--- src/include/acc_defines.vh ---
`ifndef ACC_DEFINES_VH
`define ACC_DEFINES_VH
// register byte offsets
`define ACC_OFS_CTRL_A      8'h00
`define ACC_OFS_CTRL_B      8'h04
`define ACC_OFS_RESULT      8'h08
`define ACC_OFS_FLAG        8'h0c
`define ACC_OFS_ENABLE      8'h10
// conv_control_a fields
`define ACC_BIT_ON          0
`define ACC_BIT_GO          1
`define ACC_CHS_LSB         2
`define ACC_CHS_MSB         5
// conv_control_b field
`define ACC_CKS_LSB         4
`define ACC_CKS_MSB         6
// flag / enable bit position
`define ACC_BIT_DONE        0
// reset values
`define ACC_RST_CHS         4'h0
`define ACC_RST_CKS         3'h0
`define ACC_RST_RESULT      8'h00
// channel count, 14 inputs
`define ACC_NUM_CHANNELS    4'he
// conversion clock selections
`define ACC_CKS_DIV2        3'h0
`define ACC_CKS_DIV4        3'h4
`define ACC_CKS_DIV8        3'h1
`define ACC_CKS_DIV16       3'h5
`define ACC_CKS_DIV32       3'h2
`define ACC_CKS_DIV64       3'h6
// bit periods per conversion and resolved bits
`define ACC_PERIODS         4'ha
`define ACC_RES_BITS        8
// axi responses
`define ACC_RESP_OKAY       2'h0
`define ACC_RESP_SLVERR     2'h2
`endif

--- src/acc_conv_ctrl.v ---
// The register offsets and the AXI4-Lite slave port are this design's own decisions.
`timescale 1ns/10ps
`default_nettype none
`include "acc_defines.vh"
// What this block does
// - select field picks divider or rc clock
// - done flag sets after every completed conversion, not on abort
// - irq when flag and enable both set
// - only rc clock converts during sleep
// - completion irq in sleep wakes device
// - converter works only while converter_on set
// - writing go starts, reads one while busy
// - finish clears go, sets flag, loads result
// - clearing go aborts, stores partial result if on stays set
// - unresolved bits copy last converted bit
// - reset returns all registers, converter off
// - conversion lasts ten bit periods
// - channel select routes one of fourteen inputs
module acc_conv_ctrl
(
    input  wire        aclk,
    input  wire        aresetn,
    input  wire [7:0]  s_axi_awaddr,
    input  wire        s_axi_awvalid,
    output reg         s_axi_awready,
    input  wire [31:0] s_axi_wdata,
    input  wire [3:0]  s_axi_wstrb,
    input  wire        s_axi_wvalid,
    output reg         s_axi_wready,
    output reg  [1:0]  s_axi_bresp,
    output reg         s_axi_bvalid,
    input  wire        s_axi_bready,
    input  wire [7:0]  s_axi_araddr,
    input  wire        s_axi_arvalid,
    output reg         s_axi_arready,
    output reg  [31:0] s_axi_rdata,
    output reg  [1:0]  s_axi_rresp,
    output reg         s_axi_rvalid,
    input  wire        s_axi_rready,
    input  wire        rc_tick,
    input  wire        sleep_active,
    input  wire        cmp_above,
    output reg         converter_on,
    output reg  [3:0]  channel_select,
    output wire        sample_hold,
    output wire [7:0]  dac_trial,
    output reg         conv_irq,
    output reg         wake_request
);
    reg  [2:0]  conv_clock_select;
    reg  [7:0]  conv_result;
    reg         conv_done_flag;
    reg         conv_irq_enable;
    reg  [7:0]  aw_addr_reg;
    reg         aw_have_reg;
    reg  [7:0]  w_data_reg;
    reg         w_have_reg;
    reg         keep_partial_reg;
    wire        wr_fire;
    wire        wr_a;
    wire        wr_b;
    wire        wr_flag;
    wire        wr_en;
    wire        start;
    wire        stop;
    wire        busy;
    wire        tick;
    wire        sar_done;
    wire        sar_aborted;
    wire [7:0]  sar_result;

    // decode shared by the read and write paths
    function mapped;
        input [7:0] a;
        begin
            mapped = (a == `ACC_OFS_CTRL_A) || (a == `ACC_OFS_CTRL_B) ||
                     (a == `ACC_OFS_RESULT) || (a == `ACC_OFS_FLAG) ||
                     (a == `ACC_OFS_ENABLE);
        end
    endfunction

    // write path: address and data latched in either order
    always @(posedge aclk)
    begin
        if (!aresetn)
        begin
            aw_have_reg   <= 1'b0;
            w_have_reg    <= 1'b0;
            aw_addr_reg   <= 8'h00;
            w_data_reg    <= 8'h00;
            s_axi_awready <= 1'b0;
            s_axi_wready  <= 1'b0;
            s_axi_bvalid  <= 1'b0;
            s_axi_bresp   <= `ACC_RESP_OKAY;
        end
        else
        begin
            s_axi_awready <= !aw_have_reg && !s_axi_awready && s_axi_awvalid
                             && !s_axi_bvalid;
            s_axi_wready  <= !w_have_reg && !s_axi_wready && s_axi_wvalid
                             && !s_axi_bvalid;
            if (s_axi_awvalid && s_axi_awready)
            begin
                aw_have_reg <= 1'b1;
                aw_addr_reg <= {s_axi_awaddr[7:2], 2'b00};
            end
            if (s_axi_wvalid && s_axi_wready)
            begin
                w_have_reg <= 1'b1;
                // only the low byte holds data; other lanes are ignored
                w_data_reg <= s_axi_wstrb[0] ? s_axi_wdata[7:0] : 8'h00;
            end
            if (wr_fire)
            begin
                aw_have_reg  <= 1'b0;
                w_have_reg   <= 1'b0;
                s_axi_bvalid <= 1'b1;
                s_axi_bresp  <= mapped(aw_addr_reg) ? `ACC_RESP_OKAY : `ACC_RESP_SLVERR;
            end
            else if (s_axi_bvalid && s_axi_bready)
            begin
                s_axi_bvalid <= 1'b0;
            end
        end
    end

    assign wr_fire = aw_have_reg && w_have_reg && !s_axi_bvalid;
    assign wr_a    = wr_fire && (aw_addr_reg == `ACC_OFS_CTRL_A);
    assign wr_b    = wr_fire && (aw_addr_reg == `ACC_OFS_CTRL_B);
    assign wr_flag = wr_fire && (aw_addr_reg == `ACC_OFS_FLAG);
    assign wr_en   = wr_fire && (aw_addr_reg == `ACC_OFS_ENABLE);

    // go only counts when the converter was already on
    assign start = wr_a && w_data_reg[`ACC_BIT_GO] && converter_on && !busy;
    // clearing go or powering down ends the conversion
    assign stop  = busy && ((wr_a && !w_data_reg[`ACC_BIT_GO]) ||
                            (wr_a && !w_data_reg[`ACC_BIT_ON]));

    // control registers; reset turns the converter off
    always @(posedge aclk)
    begin
        if (!aresetn)
        begin
            converter_on      <= 1'b0;
            channel_select    <= `ACC_RST_CHS;
            conv_clock_select <= `ACC_RST_CKS;
            conv_irq_enable   <= 1'b0;
            keep_partial_reg  <= 1'b0;
        end
        else
        begin
            if (wr_a)
            begin
                converter_on <= w_data_reg[`ACC_BIT_ON];
                // codes past the last input are not stored
                if (w_data_reg[`ACC_CHS_MSB:`ACC_CHS_LSB] < `ACC_NUM_CHANNELS)
                    channel_select <= w_data_reg[`ACC_CHS_MSB:`ACC_CHS_LSB];
            end
            if (wr_b)
                conv_clock_select <= w_data_reg[`ACC_CKS_MSB:`ACC_CKS_LSB];
            if (wr_en)
                conv_irq_enable <= w_data_reg[`ACC_BIT_DONE];
            // a power-down abort leaves the old result in place
            if (stop)
                keep_partial_reg <= w_data_reg[`ACC_BIT_ON];
        end
    end

    // completion and partial results; hardware set beats software clear
    always @(posedge aclk)
    begin
        if (!aresetn)
        begin
            conv_result    <= `ACC_RST_RESULT;
            conv_done_flag <= 1'b0;
        end
        else
        begin
            if (sar_done)
                conv_result <= sar_result;
            else if (sar_aborted && keep_partial_reg)
                conv_result <= sar_result;
            if (sar_done)
                conv_done_flag <= 1'b1; // set on every completion
            else if (wr_flag)
                conv_done_flag <= w_data_reg[`ACC_BIT_DONE]; // cleared by software
        end
    end

    // interrupt request and wake from sleep
    always @(posedge aclk)
    begin
        if (!aresetn)
        begin
            conv_irq     <= 1'b0;
            wake_request <= 1'b0;
        end
        else
        begin
            conv_irq     <= conv_done_flag && conv_irq_enable;
            wake_request <= conv_done_flag && conv_irq_enable && sleep_active;
        end
    end

    // read path: one read at a time, answer one cycle after address
    always @(posedge aclk)
    begin
        if (!aresetn)
        begin
            s_axi_arready <= 1'b0;
            s_axi_rvalid  <= 1'b0;
            s_axi_rdata   <= 32'h00000000;
            s_axi_rresp   <= `ACC_RESP_OKAY;
        end
        else
        begin
            s_axi_arready <= s_axi_arvalid && !s_axi_arready && !s_axi_rvalid;
            if (s_axi_arvalid && s_axi_arready)
            begin
                s_axi_rvalid <= 1'b1;
                s_axi_rresp  <= mapped({s_axi_araddr[7:2], 2'b00}) ?
                                `ACC_RESP_OKAY : `ACC_RESP_SLVERR;
                case ({s_axi_araddr[7:2], 2'b00})
                    `ACC_OFS_CTRL_A:
                        // go reads as one while converting
                        s_axi_rdata <= {26'h0, channel_select, busy, converter_on};
                    `ACC_OFS_CTRL_B:
                        s_axi_rdata <= {25'h0, conv_clock_select, 4'h0};
                    `ACC_OFS_RESULT:
                        s_axi_rdata <= {24'h0, conv_result};
                    `ACC_OFS_FLAG:
                        s_axi_rdata <= {31'h0, conv_done_flag};
                    `ACC_OFS_ENABLE:
                        s_axi_rdata <= {31'h0, conv_irq_enable};
                    default:
                        s_axi_rdata <= 32'h00000000;
                endcase
            end
            else if (s_axi_rvalid && s_axi_rready)
            begin
                s_axi_rvalid <= 1'b0;
            end
        end
    end

    // bit period source, stalls in sleep unless rc is chosen
    acc_tad_gen u_tad
    (
        .aclk         (aclk),
        .aresetn      (aresetn),
        .clock_select (conv_clock_select),
        .rc_tick      (rc_tick),
        .sleep_active (sleep_active),
        .run          (busy),
        .tick         (tick)
    );

    // successive approximation sequencer
    acc_sar u_sar
    (
        .aclk      (aclk),
        .aresetn   (aresetn),
        .start     (start),
        .stop      (stop),
        .tick      (tick),
        .cmp_above (cmp_above),
        .busy      (busy),
        .done      (sar_done),
        .aborted   (sar_aborted),
        .result    (sar_result),
        .trial     (dac_trial),
        .sample    (sample_hold)
    );
endmodule
`default_nettype wire

--- src/acc_sar.v ---
`timescale 1ns/10ps
`default_nettype none
`include "acc_defines.vh"
module acc_sar
(
    input  wire       aclk,
    input  wire       aresetn,
    input  wire       start,
    input  wire       stop,
    input  wire       tick,
    input  wire       cmp_above,
    output wire       busy,
    output reg        done,
    output reg        aborted,
    output wire [7:0] result,
    output reg  [7:0] trial,
    output reg        sample
);
    localparam [2:0] ST_IDLE = 3'h1;
    localparam [2:0] ST_SAMP = 3'h2;
    localparam [2:0] ST_CONV = 3'h4;

    reg  [2:0] state_reg;
    reg  [3:0] period_reg;
    reg  [7:0] code_reg;
    reg  [7:0] mask_reg;
    reg  [7:0] probe_reg;
    reg        last_reg;
    genvar     i;

    assign busy = !state_reg[0];

    // unresolved bits copy the last converted bit
    generate
        for (i = 0; i < `ACC_RES_BITS; i = i + 1)
        begin : g_fill
            assign result[i] = mask_reg[i] ? code_reg[i] : last_reg;
        end
    endgenerate

    // one bit per period from the msb, ten periods in all
    always @(posedge aclk)
    begin
        done    <= 1'b0;
        aborted <= 1'b0;
        if (!aresetn)
        begin
            state_reg  <= ST_IDLE;
            period_reg <= 4'h0;
            code_reg   <= 8'h00;
            mask_reg   <= 8'h00;
            probe_reg  <= 8'h00;
            last_reg   <= 1'b0;
            trial      <= 8'h00;
            sample     <= 1'b0;
        end
        else
        begin
            case (state_reg)
                ST_IDLE:
                begin
                    if (start)
                    begin
                        state_reg  <= ST_SAMP;
                        period_reg <= 4'h0;
                        code_reg   <= 8'h00;
                        mask_reg   <= 8'h00;
                        last_reg   <= 1'b0;
                        sample     <= 1'b1;
                    end
                end
                ST_SAMP, ST_CONV:
                begin
                    if (stop)
                    begin
                        state_reg <= ST_IDLE; // keep partial bits
                        sample    <= 1'b0;
                        aborted   <= 1'b1;
                    end
                    else if (tick)
                    begin
                        period_reg <= period_reg + 4'h1;
                        if (state_reg == ST_SAMP)
                        begin
                            state_reg <= ST_CONV;
                            sample    <= 1'b0;
                            probe_reg <= 8'h80;
                            trial     <= 8'h80;
                        end
                        else if (probe_reg != 8'h00)
                        begin
                            // keep the trial bit when input is above it
                            code_reg  <= cmp_above ? trial : (trial & ~probe_reg);
                            mask_reg  <= mask_reg | probe_reg;
                            last_reg  <= cmp_above;
                            probe_reg <= probe_reg >> 1;
                            trial     <= (cmp_above ? trial : (trial & ~probe_reg))
                                         | (probe_reg >> 1);
                        end
                        if (period_reg == `ACC_PERIODS - 4'h1)
                        begin
                            state_reg <= ST_IDLE;
                            done      <= 1'b1;
                        end
                    end
                end
                default:
                begin
                    state_reg <= ST_IDLE;
                end
            endcase
        end
    end
endmodule
`default_nettype wire

--- src/acc_tad_gen.v ---
`timescale 1ns/10ps
`default_nettype none
`include "acc_defines.vh"
module acc_tad_gen
(
    input  wire       aclk,
    input  wire       aresetn,
    input  wire [2:0] clock_select,
    input  wire       rc_tick,
    input  wire       sleep_active,
    input  wire       run,
    output reg        tick
);
    reg  [5:0] div_reg;
    wire       use_rc;

    // terminal count of the system clock divider for each selection
    function [5:0] div_last;
        input [2:0] sel;
        begin
            case (sel)
                `ACC_CKS_DIV2:  div_last = 6'h01;
                `ACC_CKS_DIV4:  div_last = 6'h03;
                `ACC_CKS_DIV8:  div_last = 6'h07;
                `ACC_CKS_DIV16: div_last = 6'h0f;
                `ACC_CKS_DIV32: div_last = 6'h1f;
                `ACC_CKS_DIV64: div_last = 6'h3f;
                default:        div_last = 6'h01;
            endcase
        end
    endfunction

    assign use_rc = (clock_select[1:0] == 2'h3); // x11 picks the rc clock

    // divider restarts with each conversion so the first period is whole
    always @(posedge aclk)
    begin
        if (!aresetn || !run)
        begin
            // preset to one: the registered tick costs a cycle
            div_reg <= 6'h01;
            tick    <= 1'b0;
        end
        else if (use_rc)
        begin
            div_reg <= 6'h00;
            tick    <= rc_tick; // rc clock keeps running in sleep
        end
        else if (sleep_active)
        begin
            tick <= 1'b0; // system clock halted in sleep
        end
        else if (div_reg == div_last(clock_select))
        begin
            div_reg <= 6'h00;
            tick    <= 1'b1;
        end
        else
        begin
            div_reg <= div_reg + 6'h01;
            tick    <= 1'b0;
        end
    end
endmodule
`default_nettype wire

--- config.mk ---
export PLATFORM = sky130hd
export DESIGN_NAME = acc_conv_ctrl
export DESIGN_NICKNAME = d
export VERILOG_FILES = /design/src/acc_conv_ctrl.v /design/src/acc_sar.v /design/src/acc_tad_gen.v
export VERILOG_INCLUDE_DIRS = /design/src /design/src/include
export SDC_FILE = /design/constraint.sdc
export NUM_CORES = 1
export LEC_CHECK = 0
export ABC_CLOCK_PERIOD_IN_PS = 4100
export CAP_MARGIN = 20
export CORE_MARGIN = 5
export CORE_UTILIZATION = 30
export DETAILED_ROUTE_END_ITERATION = 12
export DONT_BUFFER_PORTS = 1
export SYNTH_ARGS = -nofsm -noshare
export SYNTH_HDL_FRONTEND = slang
export SYNTH_HIERARCHICAL = 1
export SYNTH_SLANG_ARGS = --single-unit
export TNS_END_PERCENT = 100
--- constraint.sdc ---
create_clock -name aclk -period 4.1 [get_ports aclk]
set_clock_uncertainty 0.2 [all_clocks]
set_input_delay 0.82 -clock aclk [delete_from_list [all_inputs] [get_ports aclk]]
set_output_delay 0.82 -clock aclk [all_outputs]
set_load 0.01 [all_outputs]
==> results of run 1 <==
worst register-to-register path, delay by kind of cell (launching register included):
kind | cells | cell delay, ns
DFF | 1 | 0.44
and+or+nand+nor | 4 | 1.02
buffers and inverters | 1 | 0.19
AOI/OAI and AO/OA | 4 | 0.88
final cells by class:
cell class                 instances  area (um^2)
inverter                           7         26.3
fill                            1574        10200
clock buffer                      10          239
clock inverter                     6         65.1
tap                              188          235
timing repair buffer               1         7.51
multi-input combinational        387         2390
sequential                       101         2020
cell usage after synthesis (all sizes together) (9+ instances only):
cell / number
dfxtp: 101
a21boi: 44
mux2i: 9
nor3: 12
nor2: 12
a32o: 10
nor2b: 12
mux2: 10
nand3: 29
buf: 30
nand2: 84
a21oi: 20
clkbuf: 19
o21ai: 31
cells by family (layout without fill, tap and decap cells):
group / after synthesis / count (layout)
adder cells (fa/ha/maj): 3 / 3
AO/OA/AOI/OAI: 133 / 133
buffers and inverters: 56 / 24
flip-flops: 101 / 101
multiplexers: 19 / 19
other: 1 / 26
XOR/XNOR: 7 / 7
AND/OR/NAND/NOR: 199 / 199
routing by layer:
metal  up-vias  global-route usage  routed length [um]
li1       1769                   -                   -
met1      1680               0.142                4550
met2       105               0.189                5250
met3        15              0.0380                 807
met4         0              0.0532                 215
met5         -                   0                   0
path summary, 6_finish.rpt:
path         slack [ns]  cells past startpoint                end           start
min reg2reg        0.26                      2     conv_result[6]  conv_result[6]
max reg2reg        1.26                      9  u_sar/code_reg[4]    s_axi_bvalid
max                1.26                      9  u_sar/code_reg[4]    s_axi_bvalid
min                0.26                      2     conv_result[6]  conv_result[6]
power by group through the flow:
stage                     sequential (mW)  combinational [mW]  clock (mW)
final                               0.998              0.0476       0.858
after global routing                0.999              0.0528       0.917
after CTS                           0.998              0.0474       0.883
after detailed placement             1.02              0.0473           0
after global placement               1.02              0.0461           0
after floorplan                      1.02              0.0767           0
==> flow_metrics.py, run 1 <==
metrics = {
    "status": {
        "status": "finished, final reports clean",
    },
    "drt": {
        "ant_nets": 0,
        "drt-initial-drc-count": 203,
        "routed_wirelength_um": 10800,
        "drt_pass1_iterations": 4,
        "drc": 0,
        "wire_per_inst_um": 15.5,
        "vias_per_cell": 5.10,
        "via_count": 3569,
    },
    "floorplanning": {
        "core_area_um2": 15200,
        "start_util": 0.306,
        "die_h_um": 135,
        "rows": 45,
        "ios": 119,
        "dieArea_um2": 18100,
        "die_w_um": 135,
    },
    "synth": {
        "synth-simple-area-share": 0.228,
        "synthMuxAreaShare": 0.0435,
        "syn_area_per_cell_um2": 8.97,
        "synth_enable_flop_cells": 0,
        "async_flop_share": 0,
        "synthAdderAreaFrac": 0.00806,
        "ys_seq_area_frac": 0.434,
        "syn_area_um2": 4650,
        "synth_seq_cells": 101,
        "synthTopCellsByArea": "dfxtp_1, a21boi_0, nand2_1",
        "synth_top_family_by_area": "simple AND/OR/NAND/NOR gates",
        "synth_top_area_frac": 0.434,
        "synth_compound_area_frac": 0.201,
        "ys_types": 65,
        "synth_warnings": 6,
        "synth-main-ff-cell": "dfxtp_1",
        "synth_top_cell_by_area": "dfxtp_1",
        "synthXorXnorAreaFrac": 0.0132,
        "synth_cells": 519,
    },
    "timing": {
        "worst_pin_slew_ns": 0.685,
        "fmax_mhz": 352,
        "maxSlewViolCount": 0,
        "relSlewSlack": 0.542,
        "rsz0062_at_grt": "false",
        "fin_ws_ns": 1.26,
        "min_period_ns": 2.84,
        "finalSetupViolCount": 0,
        "hold_ws_ns": 0.261,
        "setup_tns_ns": 0,
        "min_period_over_period": 0.692,
        "finalHoldViolations": 0,
    },
    "power": {
        "p_sw_frac": 0.237,
        "p_seq_frac": 0.524,
        "leakage_nw": 1.77,
        "p_sw_mw": 0.451,
        "internal-power_mw": 1.45,
        "clockPowerShare": 0.451,
        "combPwrFrac": 0.025,
        "total_power_mw": 1.90,
        "power_density_nw_per_um2": 382,
        "ir_drop_v": 0.000197,
    },
    "critical_path": {
        "crit_slowest_cell": "or4bb_1",
        "critPathLaunchType": "flop",
        "worstSetupPathType": "reg2reg",
        "crit_chain": "and3b_1 > nand3_2 > a211oi_1 > buf_4 > or4bb_1 > a21oi_1 > nor2_2 > o21a_1 > a32o_1",
        "critPathBufInv": 1,
        "required_ns": 4.14,
        "cp_max_fo": 10,
        "crit_path_end_kind": "flop",
        "worstPathArrival_ns": 2.88,
        "critPathMaxStageDelay_ns": 0.48,
        "crit_family": "simple AND/OR/NAND/NOR gates",
    },
    "grt": {
        "grt_max_degree": 96,
        "antenna_found_initial": 0,
        "grt_overflow_total": 0,
        "grt.total_usage": 0.117,
        "grt_pass1_vias": 3351,
        "grt_pass1_wl_um": 16900,
    },
    "clock_tree": {
        "clk-insertion-delay-late_ns": 0.35,
        "cts_buffers": 9,
        "clock-sinks": 101,
        "cts-hold-fix-buffers": 0,
        "h-tree-depth": 3,
        "ctsResizeCount": 0,
        "cts-root-buf": "clkbuf_16",
        "cts_tree": "built",
        "cts_buffer_depth": 2,
        "clk_pin_slew_ns": 0.08,
        "cts_setup_buffers": 0,
    },
    "placed_design": {
        "place_inst": 684,
        "pre_cts_ws_ns": 1.27,
        "place_congestion": 0.834,
        "place_hpwl_um": 8020,
        "port_buffers": 0,
        "place_area_um2": 4690,
    },
    "layout": {
        "syn_to_final_growth_pct": 7.20,
        "fin_nets": 572,
        "drive_gt1_frac": 0.0801,
        "final_cells": 700,
        "final_cell_mix": "dfxtp_1, nand2_1, a21boi_0, o21ai_0, nand3_1",
        "antenna_cells": 0,
        "design_area_um2": 4990,
        "final_common_cell": "dfxtp_1",
        "final_util": 0.328,
    },
    "flow_run": {
        "drv_cap": 0,
    },
    "min_path": {
        "hp-class": "reg2reg",
    },
}
Note: power is estimated with default switching activity, not from simulation.
==> run 2, diff against run 1 <==
- ABC_CLOCK_PERIOD_IN_PS: 4100 -> 2600
- clock period: 4.1 -> 2.6 ns (I/O delays scaled with it)
==> flow_metrics.py, run 2 (synthesized netlist as in run 1, its figures left out) <==
metrics = {
    "status": {
        "status": "finished, final reports clean",
    },
    "flow_run": {
        "drv_cap": 0,
    },
    "placed_design": {
        "pre_cts_ws_ns": 0.0410,
        "place_congestion": 0.813,
        "place_hpwl_um": 8070,
        "port_buffers": 0,
        "place_area_um2": 4800,
    },
    "floorplanning": {
        "dieArea_um2": 18100,
        "die_h_um": 135,
        "start_util": 0.306,
        "ios": 119,
        "core_area_um2": 15200,
        "die_w_um": 135,
        "rows": 45,
    },
    "timing": {
        "finalSetupViolCount": 0,
        "maxSlewViolCount": 0,
        "min_period_ns": 2.45,
        "hold_ws_ns": 0.0726,
        "worst_pin_slew_ns": 0.542,
        "setup_tns_ns": 0,
        "relSlewSlack": 0.638,
        "fmax_mhz": 408,
        "finalHoldViolations": 0,
        "rsz0062_at_grt": "false",
        "min_period_over_period": 0.943,
        "fin_ws_ns": 0.148,
    },
    "min_path": {
        "min_delay_path_depth": 1,
        "hp-class": "in2reg",
    },
    "layout": {
        "final_common_cell": "dfxtp_1",
        "antenna_cells": 0,
        "final_cell_mix": "dfxtp_1, nand2_1, a21boi_0, o21ai_0, nand3_1",
        "final_util": 0.339,
        "drive_gt1_frac": 0.118,
        "syn_to_final_growth_pct": 10.6,
        "fin_nets": 587,
        "design_area_um2": 5150,
    },
    "clock_tree": {
        "h-tree-depth": 3,
        "clock-sinks": 101,
        "clk_pin_slew_ns": 0.08,
        "cts-root-buf": "clkbuf_16",
        "cts_buffers": 9,
        "cts_setup_buffers": 0,
        "cts_buffer_depth": 2,
        "clk-insertion-delay-late_ns": 0.36,
        "cts_tree": "built",
    },
    "drt": {
        "routed_wirelength_um": 10800,
        "via_count": 3616,
        "vias_per_cell": 5.06,
        "wire_per_inst_um": 15.1,
        "drc": 0,
        "ant_nets": 0,
        "drt_pass1_iterations": 4,
        "drt-initial-drc-count": 194,
    },
    "power": {
        "leakage_nw": 1.86,
        "power_density_nw_per_um2": 588,
        "ir_drop_v": 0.000312,
    },
    "critical_path": {
        "critPathLaunchType": "flop",
        "required_ns": 2.64,
        "cp_max_fo": 10,
        "worstSetupPathType": "reg2reg",
        "worstPathArrival_ns": 2.49,
        "crit_path_end_kind": "flop",
        "r2r_cells": 9,
    },
    "grt": {
        "antenna_found_initial": 0,
        "grt.total_usage": 0.119,
        "grt_pass1_wl_um": 17300,
        "grt_pass1_vias": 3444,
        "grt_max_degree": 96,
        "grt_overflow_total": 0,
    },
}
-- run 2: changes by cell type in the layout (fill, tap and decap cells not counted), sizes merged --
cell	delta
buf	+15
clkinv	+2
clkinvlp	-2
inv	+1
clkbuf	-1
-- run 2: routing by layer --
metal / track usage / wire (um) / vias to the layer above
li1: - / - / 1804
met1: 0.143 / 4740 / 1714
met2: 0.193 / 5120 / 80
met3: 0.0428 / 668 / 18
met4: 0.0520 / 242 / 0
met5: 0 / 0 / -
-- run 2: final cells by class --
class | instances | area, um^2
fill | 1544 | 10100
multi-input combinational | 387 | 2430
sequential | 101 | 2020
tap | 188 | 235
clock buffer | 9 | 225
timing repair buffer | 16 | 120
clock inverter | 7 | 86.3
inverter | 7 | 26.3
-- run 2: repair_timing --
| action | CTS | global route |
|---|---|---|
| gates resized for setup | 0 | 8 |
| hold buffers | 0 | 0 |
| setup endpoints to repair | 0 | 23 |
-- run 2: power by group --
group          switching [mW]  internal, mW  total, mW
registers              0.0133          1.56       1.57
logic                  0.0519        0.0364     0.0883
clock network           0.672         0.694       1.37
-- run 2: final timing paths --
check / from / endpoint / slack [ns]
setup reg to reg: s_axi_bvalid / u_sar/code_reg[3] / 0.15
setup / recovery: s_axi_bvalid / u_sar/code_reg[3] / 0.15
hold / removal: aresetn / u_sar/state_reg[0] / 0.07
hold reg to reg: w_data_reg[2] / channel_select[0] / 0.27
-- run 2: critical path, cell delays in order (launching register included) --
cell	delay, ns
dfxtp_1	0.34
and3b_1	0.24
nand3_4	0.11
a211oi_1	0.06
buf_4	0.17
or4bb_1	0.49
a21oi_2	0.17
nor2_2	0.08
o21a_4	0.25
a32o_1	0.22
-- run 2: metrics by stage --
stage,cells,total power [mW]
6_report,715,3.02
5_1_grt,715,3.15
4_1_cts,715,3.07
3_5_place_dp,699,1.69
3_3_place_gp,699,1.69
2_1_floorplan,544,1.73
